===== config.mk =====
export PLATFORM = sky130hd
export DESIGN_NAME = sig_mask
export DESIGN_NICKNAME = d
export VERILOG_FILES = /design/src/shared/sig_mask_pkg.sv /design/src/hw/sig_mask.sv
export SDC_FILE = /design/constraint.sdc
export NUM_CORES = 1
export LEC_CHECK = 0
export BUFFER_PORTS_ARGS = -buffer_cell sky130_fd_sc_hd__buf_2
export CORE_UTILIZATION = 44
export DETAILED_ROUTE_END_ITERATION = 8
export PLACE_DENSITY_LB_ADDON = 0.15
export SLEW_MARGIN = 20
export SYNTH_ARGS = -nofsm -noshare
export SYNTH_HDL_FRONTEND = slang
export SYNTH_SLANG_ARGS = --single-unit

===== constraint.sdc =====
create_clock -name i_clk_sys -period 2.7 [get_ports i_clk_sys]
set_clock_uncertainty 0.15 [all_clocks]
set_input_delay 0.54 -clock i_clk_sys [delete_from_list [all_inputs] [get_ports i_clk_sys]]
set_output_delay 0.54 -clock i_clk_sys [all_outputs]
set_load 0.01 [all_outputs]

===== src/shared/sig_mask_pkg.sv =====
// constants and types for the fault and warning source masking block
package sig_mask_pkg;
  // register indices; the byte address is four times the index
  localparam logic [7:0] FAULT_STORED_IDX  = 8'h1d;
  localparam logic [7:0] FAULT_LIVE_IDX    = 8'h1e;
  localparam logic [7:0] WARN_STORED_IDX   = 8'h1f;
  localparam logic [7:0] IRQ_STATUS_IDX    = 8'h30;
  localparam logic [7:0] IRQ_ENABLE_IDX    = 8'h31;
  localparam logic [7:0] IRQ_CLEAR_IDX     = 8'h32;
  // reset values and writable-bit masks
  localparam logic [7:0] FAULT_STORED_RST  = 8'h17;
  localparam logic [7:0] FAULT_LIVE_RST    = 8'h00;
  localparam logic [7:0] WARN_STORED_RST   = 8'h04;
  localparam logic [7:0] FAULT_STORED_WMSK = 8'h7f;
  localparam logic [7:0] FAULT_LIVE_WMSK   = 8'h79;
  localparam logic [7:0] WARN_STORED_WMSK  = 8'h7f;
  // field positions
  localparam int FL_ON_WARN      = 6;
  localparam int FL_CLOCK_BAD    = 5;
  localparam int FL_THERMAL      = 4;
  localparam int FL_SUPPLY       = 3;
  localparam int FL_DIAG         = 0;
  localparam int WS_CLIP         = 6;
  localparam int WS_CLOCK_BAD    = 5;
  localparam int WS_THERMAL      = 4;
  localparam int WS_SUPPLY       = 3;
  localparam int WS_OVERTEMP     = 2;
  localparam int WS_FOLDBACK     = 1;
  localparam int WS_CUR_LIMIT    = 0;
  localparam int FS_PROT_SHUTDN  = 6;
  localparam int IRQ_FAULT_BIT   = 0;
  localparam int IRQ_WARN_BIT    = 1;
  localparam logic [2:0] PROT_SHUTDOWN_CODE = 3'h5;

  typedef struct packed {
    logic       clock_invalid_flag;
    logic [3:0] thermal_shutdown_flag;
    logic       thermal_shutdown_global;
    logic       battery_undervoltage_flag;
    logic       battery_overvoltage_flag;
    logic       stage_supply_undervoltage_flag;
    logic       stage_supply_overvoltage_flag;
    logic       gate_supply_fault_flag;
    logic [3:0] load_diag_done_report;
  } live_flags_t;

  typedef struct packed {
    logic [3:0] clip_flag;
    logic       clock_invalid_flag;
    logic [3:0] thermal_shutdown_flag;
    logic       thermal_shutdown_global;
    logic       battery_undervoltage_flag;
    logic       battery_overvoltage_flag;
    logic       stage_supply_undervoltage_flag;
    logic       stage_supply_overvoltage_flag;
    logic       logic_supply_por_flag;
    logic       gate_supply_fault_flag;
    logic [3:0] overtemp_warning_flag;
    logic       overtemp_warning_global;
    logic       gain_foldback_warning;
    logic [3:0] current_limit_warn_flag;
  } latched_flags_t;

  typedef logic [3:0][2:0] state_reports_t;
endpackage


===== src/hw/sig_mask.sv =====
// fault and warning indication source masking with apb registers
`timescale 1ns/1ps
// Behaviour
// with live fault bit 6 set the fault output follows the warning.
// with live fault bit 5 set a live clock-invalid flag raises fault.
// with live fault bit 4 set any live thermal shutdown raises fault.
// with live fault bit 3 set any live supply flag raises fault.
// with live fault bit 0 set any unfinished load diagnostic faults.
// with stored warn bit 6 set any latched clip flag raises warning.
// with stored warn bit 5 set latched clock-invalid raises warning.
// with stored warn bit 4 set latched thermal shutdown warns.
// with stored warn bit 3 set any latched supply flag warns.
// stored warn bit 2 enables latched over-temp warning, reset one.
// with stored warn bit 1 set latched gain foldback warns.
// with stored warn bit 0 set latched current limit warns.
// stored fault bit 6 faults on any channel state code 101.
// each output is the or of its enabled terms, idle with none.
// reserved mask bits do nothing and reset to zero.
module sig_mask
  import sig_mask_pkg::*;
#(
  parameter int ADDR_W = 8
) (
  input  wire logic              i_clk_sys,
  input  wire logic              i_nrst,
  input  wire logic              i_psel,
  input  wire logic              i_penable,
  input  wire logic              i_pwrite,
  input  wire logic [ADDR_W-1:0] i_paddr,
  input  wire logic [31:0]       i_pwdata,
  input  wire logic [3:0]        i_pstrb,
  output logic                   o_pready,
  output logic                   o_pslverr,
  output logic [31:0]            o_prdata,
  input  wire live_flags_t       i_live,
  input  wire latched_flags_t    i_latched,
  input  wire state_reports_t    i_state_report,
  output logic                   o_fault,
  output logic                   o_warn,
  output logic                   o_irq
);

  logic [7:0]  fault_stored_reg;
  logic [7:0]  fault_live_reg;
  logic [7:0]  warn_stored_reg;
  logic [1:0]  irq_status_reg;
  logic [1:0]  irq_enable_reg;
  logic        fault_reg;
  logic        warn_reg;
  logic [31:0] prdata_reg;
  logic        pslverr_reg;

  // bus decode
  wire [ADDR_W-3:0] word_idx = i_paddr[ADDR_W-1:2];
  wire        setup_ph   = i_psel && !i_penable;
  wire        wr_go      = i_psel && i_penable && i_pwrite && o_pready;
  wire        lane0      = i_pstrb[0];
  wire        hit_fs     = word_idx == FAULT_STORED_IDX[ADDR_W-3:0];
  wire        hit_fl     = word_idx == FAULT_LIVE_IDX[ADDR_W-3:0];
  wire        hit_ws     = word_idx == WARN_STORED_IDX[ADDR_W-3:0];
  wire        hit_st     = word_idx == IRQ_STATUS_IDX[ADDR_W-3:0];
  wire        hit_en     = word_idx == IRQ_ENABLE_IDX[ADDR_W-3:0];
  wire        hit_cl     = word_idx == IRQ_CLEAR_IDX[ADDR_W-3:0];
  wire        hit_any    = hit_fs || hit_fl || hit_ws || hit_st ||
                           hit_en || hit_cl;
  wire        ro_bad     = hit_st && i_pwrite;
  wire        wo_bad     = hit_cl && !i_pwrite;
  wire        bad_next   = !hit_any || ro_bad || wo_bad;
  wire        wr_fs      = wr_go && hit_fs && lane0;
  wire        wr_fl      = wr_go && hit_fl && lane0;
  wire        wr_ws      = wr_go && hit_ws && lane0;
  wire        wr_en      = wr_go && hit_en && lane0;
  wire        wr_cl      = wr_go && hit_cl && lane0;
  wire [7:0]  wbyte      = i_pwdata[7:0];

  wire [31:0] rd_fs = {24'h00_0000, fault_stored_reg};
  wire [31:0] rd_fl = {24'h00_0000, fault_live_reg};
  wire [31:0] rd_ws = {24'h00_0000, warn_stored_reg};
  wire [31:0] rd_st = {30'h0000_0000, irq_status_reg};
  wire [31:0] rd_en = {30'h0000_0000, irq_enable_reg};
  wire [31:0] rdata_next = hit_fs ? rd_fs :
                           hit_fl ? rd_fl :
                           hit_ws ? rd_ws :
                           hit_st ? rd_st :
                           hit_en ? rd_en : 32'h0000_0000;

  // live fault source terms
  wire live_therm  = |i_live.thermal_shutdown_flag ||
                     i_live.thermal_shutdown_global;
  wire live_supply = i_live.battery_undervoltage_flag ||
                     i_live.battery_overvoltage_flag ||
                     i_live.stage_supply_undervoltage_flag ||
                     i_live.stage_supply_overvoltage_flag ||
                     i_live.gate_supply_fault_flag;
  wire live_diag   = !(&i_live.load_diag_done_report);

  // latched warning source terms
  wire lat_clip    = |i_latched.clip_flag;
  wire lat_therm   = |i_latched.thermal_shutdown_flag ||
                     i_latched.thermal_shutdown_global;
  wire lat_supply  = i_latched.battery_undervoltage_flag ||
                     i_latched.battery_overvoltage_flag ||
                     i_latched.stage_supply_undervoltage_flag ||
                     i_latched.stage_supply_overvoltage_flag ||
                     i_latched.logic_supply_por_flag ||
                     i_latched.gate_supply_fault_flag;
  wire lat_otw     = |i_latched.overtemp_warning_flag ||
                     i_latched.overtemp_warning_global;
  wire lat_ilim    = |i_latched.current_limit_warn_flag;

  logic prot_shutdn;
  always_comb begin
    prot_shutdn = 1'b0;
    for (int ch = 0; ch < 4; ch++) begin
      if (i_state_report[ch] == PROT_SHUTDOWN_CODE) begin
        prot_shutdn = 1'b1;
      end
    end
  end

  // warning: or of enabled latched terms
  wire w_clip  = warn_stored_reg[WS_CLIP] && lat_clip;
  wire w_clk   = warn_stored_reg[WS_CLOCK_BAD] &&
                 i_latched.clock_invalid_flag;
  wire w_therm = warn_stored_reg[WS_THERMAL] && lat_therm;
  wire w_sup   = warn_stored_reg[WS_SUPPLY] && lat_supply;
  wire w_otw   = warn_stored_reg[WS_OVERTEMP] && lat_otw;
  wire w_fold  = warn_stored_reg[WS_FOLDBACK] &&
                 i_latched.gain_foldback_warning;
  wire w_ilim  = warn_stored_reg[WS_CUR_LIMIT] && lat_ilim;
  wire warn_next = w_clip || w_clk || w_therm || w_sup ||
                   w_otw || w_fold || w_ilim;

  // fault: or of enabled live terms, stored terms and warning
  wire f_warn  = fault_live_reg[FL_ON_WARN] && warn_next;
  wire f_clk   = fault_live_reg[FL_CLOCK_BAD] &&
                 i_live.clock_invalid_flag;
  wire f_therm = fault_live_reg[FL_THERMAL] && live_therm;
  wire f_sup   = fault_live_reg[FL_SUPPLY] && live_supply;
  wire f_diag  = fault_live_reg[FL_DIAG] && live_diag;
  wire f_prot  = fault_stored_reg[FS_PROT_SHUTDN] && prot_shutdn;
  wire fault_next = f_warn || f_clk || f_therm || f_sup ||
                    f_diag || f_prot;

  // interrupt events on rising indication edges; set beats clear
  wire [1:0] irq_evt;
  assign irq_evt[IRQ_FAULT_BIT] = fault_next && !fault_reg;
  assign irq_evt[IRQ_WARN_BIT]  = warn_next && !warn_reg;
  wire [1:0] irq_clr    = wr_cl ? wbyte[1:0] : 2'b00;
  wire [1:0] irq_status_next = (irq_status_reg & ~irq_clr) | irq_evt;

  assign o_pready  = 1'b1;
  assign o_pslverr = pslverr_reg;
  assign o_prdata  = prdata_reg;
  assign o_fault   = fault_reg;
  assign o_warn    = warn_reg;
  assign o_irq     = |(irq_status_reg & irq_enable_reg);

  always_ff @(posedge i_clk_sys or negedge i_nrst) begin
    if (!i_nrst) begin
      fault_stored_reg <= FAULT_STORED_RST;
      fault_live_reg   <= FAULT_LIVE_RST;
      warn_stored_reg  <= WARN_STORED_RST;
    end else begin
      if (wr_fs) begin
        fault_stored_reg <= wbyte & FAULT_STORED_WMSK;
      end
      if (wr_fl) begin
        fault_live_reg <= wbyte & FAULT_LIVE_WMSK;
      end
      if (wr_ws) begin
        warn_stored_reg <= wbyte & WARN_STORED_WMSK;
      end
    end
  end

  always_ff @(posedge i_clk_sys or negedge i_nrst) begin
    if (!i_nrst) begin
      irq_status_reg <= 2'b00;
      irq_enable_reg <= 2'b00;
    end else begin
      irq_status_reg <= irq_status_next;
      if (wr_en) begin
        irq_enable_reg <= wbyte[1:0];
      end
    end
  end

  always_ff @(posedge i_clk_sys or negedge i_nrst) begin
    if (!i_nrst) begin
      fault_reg <= 1'b0;
      warn_reg  <= 1'b0;
    end else begin
      fault_reg <= fault_next;
      warn_reg  <= warn_next;
    end
  end

  always_ff @(posedge i_clk_sys or negedge i_nrst) begin
    if (!i_nrst) begin
      prdata_reg  <= 32'h0000_0000;
      pslverr_reg <= 1'b0;
    end else if (setup_ph) begin
      prdata_reg  <= i_pwrite ? 32'h0000_0000 : rdata_next;
      pslverr_reg <= bad_next;
    end
  end
endmodule


==> run metrics, run 1 <==
run status=completed; Die Area=0.00463 sq mm; net count of the finished layout=approximately 370; routed vias/inst=~5.2; area of combinational cells with multiple inputs=938 sq um; worst-skew pair later-pin latency=0.29 ns; DRT antenna net count=0; number of buffers created by CTS=5; end of the worst register-to-register path=o_fault$_DFF_PN0_; startpoint-to-endpoint class of the critical path=in2reg; final routed wirelength across all metal layers=4410 um; first-pass GRT wire length=~6700 um; r2r setup slk=between 0.8 and 0.9 ns; number of antenna violations at the first check in global routing=0; quantity of I/O buffers inserted on ports=82; arrival time at the worst endpoint=around 2.2 ns; 1st-pass router iterations=4; sequential-to-total area share from yosys stat=43.3%; final period utilization=82.7%; non-filler cells in the finished layout=323; Max Cap Violations=0; critical path startpoint category=input port; depth of the CTS H-tree=2; CP Capture Type=register; Post-Place Cell Area=0.00230 sq mm; final setup TNS=0 ns; ranking of synthesized cells by area=sky130_fd_sc_hd__dfrtp_1 (36%), sky130_fd_sc_hd__mux2_2 (11%), sky130_fd_sc_hd__buf_4 (10%); DP Worst Slack=0.194 ns; Worst Slack Setup Final=roughly 0.47 ns; Req. time, crit path=approximately 2.7 ns; estimated wirelength of the detail-placed design=3500 um; path depth of the worst reg2reg path=4; Post-CTS Setup Inserts=0; setup repair after global routing missed its margin=no; die height=68.1 um; starting density of the core=47.0%; kind of path behind the tightest hold check=in2async; Synth cell types=42; I/O pin total=139; via count of the first global-routing pass=~1400; detailed-route DRC error count=0; global-route total usage across every layer=20.4%; static leakage power=1.25 nW; number of cells produced by synthesis=186; worst slew slack as a fraction of its limit=between 50% and 60%; setup violators final=0; standard-cell rows=23; transition time of the tightest slew-check pin=0.727 ns; number of violations reported at the end of detailed-routing iteration 0=80; hold bufs inserted after CTS=0; number of gates resized after cts=0; Fmax=448 MHz; Design Area, Final=0.00239 sq mm; power density over cell area=approximately 460 mW/mm^2; share of Yosys cell area claimed by the top area cell type=36.5%; number of slew-limit violations in the final report=0; detailed-route via count=1664; cell type with the largest total area after synthesis=sky130_fd_sc_hd__dfrtp_1; fill count=372; clock net sink count=33; peak supply drop=0.000346 V; CTS Root Buffer Type=sky130_fd_sc_hd__clkbuf_8; number of synthesized flops with an enable pin=0; GP Congestion=0.840; warnings from Yosys=0; routed length per instance=13.7 um; Async SR Flop Fraction=100%; overall overflow remaining after global route=0; width of the die=68.1 um; ratio of cells with drive above 1 in the final layout=44.0%; largest net degree at the start of global routing=34; summed instance area of the synthesized netlist=0.00192 sq mm; number of synthesized register bits=33; final critical delay including setup and external delays=2.23 ns; area of the core=0.00409 sq mm; largest fanout on the critical path=2; diodes inserted=0; cell count after placement=315; number of endpoints with negative hold slack in the final report=0; register clock-pin slew on the reported worst setup and hold paths=0.07 ns; Reg area=about 830 sq um; TritonCTS clock tree=done; Longest Clk Path Bufs=2; mean cell area of the mapped netlist=~10 sq um; beginning of the worst register-to-register path=warn_stored_reg[5]$_DFFE_PN0P_; growth of design area from synthesis to finish=24.2%; commonest register cell after synthesis=sky130_fd_sc_hd__dfrtp_1; Final Total Pwr=1.09 mW
==> routing by layer <==
metal | global-route usage, % | vias up | wire (um)
met3 | 6.00 | 4 | 275
met4 | 6.77 | 0 | 29
li1 | - | 811 | -
met1 | 26.8 | 771 | 1990
met2 | 31.7 | 78 | 2120
met5 | 0 | - | 0
==> critical path, cell delays in order <==
cell	delay, ns
sky130_fd_sc_hd__buf_2	0.09
sky130_fd_sc_hd__or4_1	0.51
sky130_fd_sc_hd__o31a_1	0.28
sky130_fd_sc_hd__o41a_1	0.44
sky130_fd_sc_hd__or3_1	0.38
==> cell usage after synthesis, types with 4 or more instances <==
| master | n |
|---|---|
| sky130_fd_sc_hd__nand2_1 | 15 |
| sky130_fd_sc_hd__or4_1 | 6 |
| sky130_fd_sc_hd__dfrtp_1 | 28 |
| sky130_fd_sc_hd__dfstp_2 | 5 |
| sky130_fd_sc_hd__inv_1 | 7 |
| sky130_fd_sc_hd__buf_4 | 26 |
| sky130_fd_sc_hd__clkbuf_1 | 4 |
| sky130_fd_sc_hd__nor3_1 | 4 |
| sky130_fd_sc_hd__mux2_2 | 18 |
| sky130_fd_sc_hd__a22o_1 | 6 |
| sky130_fd_sc_hd__o21ai_0 | 14 |
| sky130_fd_sc_hd__mux2i_1 | 7 |
==> placed cells by master (no fill, tap or decap), drive strengths merged, types with 2 or more instances in the layout <==
cell and instances:
or4 7, o41ai 3, nand2 15, nand4 3, nor3 4, buf 86, dfstp 5, o31a 2
o21a 3, nor4 3, clkinv 2, mux2 18, a22oi 3, dfrtp 28, nand3 2, nor2b 2
a22o 6, nor2 3, clkbuf 5, mux2i 7, o21ai 14, inv 7, o31ai 2, nand2b 2
conb 26
==> final cells by class <==
cell class	instances	area share, %
Tap cell	50	2.62
Clock inverter	3	0.734
Timing Repair Buffer	86	18.5
Multi-Input combinational cell	139	39.3
Clock buffer	5	2.88
Sequential cell	33	34.9
Inverter	7	1.10
==> power by group <==
part	internal (mW)	leakage, nW	total [mW]	switching (mW)
logic	0.0885	0.780	0.188	0.0997
clock network	0.178	0.0439	0.363	0.186
registers	0.522	0.423	0.541	0.0188
==> kinds of logic after synthesis <==
logic type,synth area share (%)
simple gates,14.3
compound gates,15.2
buf+inv,12.5
flops,43.3
mux,14.2
other cells,0.391
==> through the flow <==
stage          hold WS (ns)  util, %
6_report              0.160     58.4
3_5_place_dp          0.318     56.3
4_1_cts               0.180     58.4
3_3_place_gp          0.309     56.3
2_1_floorplan        0.0944        -
5_1_grt               0.207     58.4
==> worst max path at each step <==
stage,from,to,slack [ns],depth (start not counted)
2_1_floorplan,i_latched[14],o_fault$_DFF_PN0_,0.35,4
5_1_grt,i_latched[14],o_fault$_DFF_PN0_,0.43,5
4_1_cts,i_latched[14],o_fault$_DFF_PN0_,0.47,5
6_report,i_latched[14],o_fault$_DFF_PN0_,0.47,5
3_3_place_gp,i_latched[14],o_fault$_DFF_PN0_,0.17,5
3_5_place_dp,i_latched[14],o_fault$_DFF_PN0_,0.19,5
Power figures use the tool's default switching activity.
==> run 2: changes to the inputs <==
Settings changed: CORE_UTILIZATION 44 to 37.
Clock period 2.7 ns to 1.85 ns, I/O delays scaled along.
==> run 2 against run 1 <==
- the run now ends with negative setup slack left
- worst hold slack better by 0.017 ns
- non-clock buffer count grew 23
- routed wire length increased by 7.0%
- largest power group unchanged
- final area is 11% higher
- flip-flop and latch count unchanged
- largest cell class unchanged
- global-route usage is 1.3 points lower
- clock power grew 94%
==> run metrics, run 2 (synthesized netlist as in run 1, its figures left out) <==
Worst Slack Setup Final=-0.0623 ns; setup repair after global routing missed its margin=yes; run status=complete, but fails checks; overall overflow remaining after global route=0; estimated wirelength of the detail-placed design=3770 um; Final Total Pwr=~1.8 mW; met3 track utilization from global routing=around 4%; cells traversed along the worst timing path=buf_6, or4_4, o21a_1, or4_4, a22o_1; number of buffers created by CTS=5; detailed-route DRC error count=0; first-pass GRT wire length=7610 um; width of the die=74.0 um; number of violations reported at the end of detailed-routing iteration 0=65; global-route total usage across every layer=19.0%; starting density of the core=39.6%; startpoint-to-endpoint class of the critical path=in2reg; final setup TNS=-0.156 ns; Longest Clk Path Bufs=2; routed vias/inst=4.83; met1 Resource Use GR=between 20% and 30%; number of endpoints with negative hold slack in the final report=0; met2 Usage GRT=30.4%; Die Area=roughly 0.0055 sq mm; kind of path behind the tightest hold check=in2reg; standard-cell rows=25; detailed-route via count=approximately 1800; largest net degree at the start of global routing=34; non-filler cells in the finished layout=363; most used routing layer=met2; cell count after placement=354; Req. time, crit path=1.88 ns; TritonCTS clock tree=done; most common cell after layout, fill and taps aside=sky130_fd_sc_hd__buf_2; 1st-pass router iterations=4; depth of the CTS H-tree=2; GP Congestion=0.802; area of the core=0.00485 sq mm; commonest cells after routing, fill and taps aside=sky130_fd_sc_hd__buf_2 (81), sky130_fd_sc_hd__dfrtp_1 (28), sky130_fd_sc_hd__conb_1 (26), sky130_fd_sc_hd__buf_4 (26), sky130_fd_sc_hd__mux2_2 (18); violated checks=negative setup slack; static leakage power=roughly 1.4 nW; final critical delay including setup and external delays=1.91 ns; Max Cap Violations=0; clock net sink count=33; arrival time at the worst endpoint=roughly 1.9 ns; die height=~74 um; critical path's slowest cell=sky130_fd_sc_hd__or4_4; final period utilization=103%; critical path startpoint category=input port; DRT antenna net count=0; setup violators final=3; Fmax=523 MHz; power density over cell area=688 mW/mm^2; routed length per instance=13.0 um; quantity of I/O buffers inserted on ports=82; CP Capture Type=register; Post-Place Cell Area=0.00250 sq mm; Design Area, Final=0.00265 sq mm; worst-skew pair later-pin latency=0.29 ns; CTS Root Buffer Type=sky130_fd_sc_hd__clkbuf_8; I/O pin total=139; number of slew-limit violations in the final report=0; via count of the first global-routing pass=1562; Crit path largest cell delay=0.54 ns; Post-Route Utilization=54.7%; net count of the finished layout=397; growth of design area from synthesis to finish=38.0%; fill count=436; ratio of cells with drive above 1 in the final layout=49.0%; final routed wirelength across all metal layers=4720 um; most repeated library cell on the critical path=sky130_fd_sc_hd__or4_4; peak supply drop=0.000394 V; number of antenna violations at the first check in global routing=0; diodes inserted=0; largest fanout on the critical path=2; register clock-pin slew on the reported worst setup and hold paths=0.07 ns
run 2: cell count changes in the layout (fill, tap and decap cells not counted), sizes merged:
cell	delta
clkbuf	+2
bufinv	+1
buf	+22
clkinv	-2
clkinvlp	-1
dlygate4sd3	+1
run 2: cell type report:
cell class | instances | area (sq um) | area share [%]
Sequential cell | 33 | 832 | 31.4
Timing Repair Buffer | 109 | 622 | 23.5
Inverter | 7 | 26.3 | 0.991
Clock inverter | 1 | 30.0 | 1.13
Clock buffer | 7 | 86.3 | 3.26
Tap cell | 67 | 83.8 | 3.16
Multi-Input combinational cell | 139 | 971 | 36.6
run 2: stage by stage:
step	hold WS, ns	setup slack, ns
after floorplan	-0.0756	-0.207
after global placement	0.269	-0.365
after detailed placement	0.268	-0.379
after CTS	0.171	-0.0597
after global routing	0.178	-0.108
final	0.177	-0.0623
run 2: final timing paths:
path                       slack, ns                      startpoint  cells after the start                              end
setup / recovery               -0.06                    i_latched[6]                      5      irq_status_reg[1]$_DFF_PN0_
hold / removal                  0.18                     i_pwdata[2]                      2   warn_stored_reg[2]$_DFFE_PN1P_
setup reg to reg                0.08  warn_stored_reg[1]$_DFFE_PN0P_                      4      irq_status_reg[1]$_DFF_PN0_
hold reg to reg                 0.32         o_prdata[1]$_DFFE_PN0P_                      2          o_prdata[1]$_DFFE_PN0P_
max in group asynchronous       0.73                          i_nrst                      3  fault_stored_reg[4]$_DFFE_PN1P_
min in group asynchronous       0.49                          i_nrst                      3    fault_live_reg[5]$_DFFE_PN0P_
run 2: report_power, final:
| part | total (mW) | internal (mW) | switching [mW] | leakage (nW) |
|---|---|---|---|---|
| Clock | 0.706 | 0.439 | 0.267 | 0.0585 |
| Combinational | 0.324 | 0.169 | 0.155 | 0.904 |
| Sequential | 0.795 | 0.762 | 0.0330 | 0.423 |
run 2: repair_timing:
item / in CTS / in global routing
setup endpoints to repair: 3 / 3
gates resized for setup: 1 / 3
hold buffers: 1 / 0
endpoints found under the hold margin: 28 / 0
pin swaps: 0 / 0
setup buffers: 0 / 0
run 2: worst max-delay path, delay by kind of cell:
kind                   cells  cell delay [ns]
buffers and inverters      1             0.09
and+or+nand+nor            2             1.05
AOI/OAI and AO/OA          2             0.43
run 2: metal layers:
layer	wire [um]	vias up
li1	-	858
met1	2160	812
met2	2220	79
met3	259	6
met4	71	0
met5	0	-
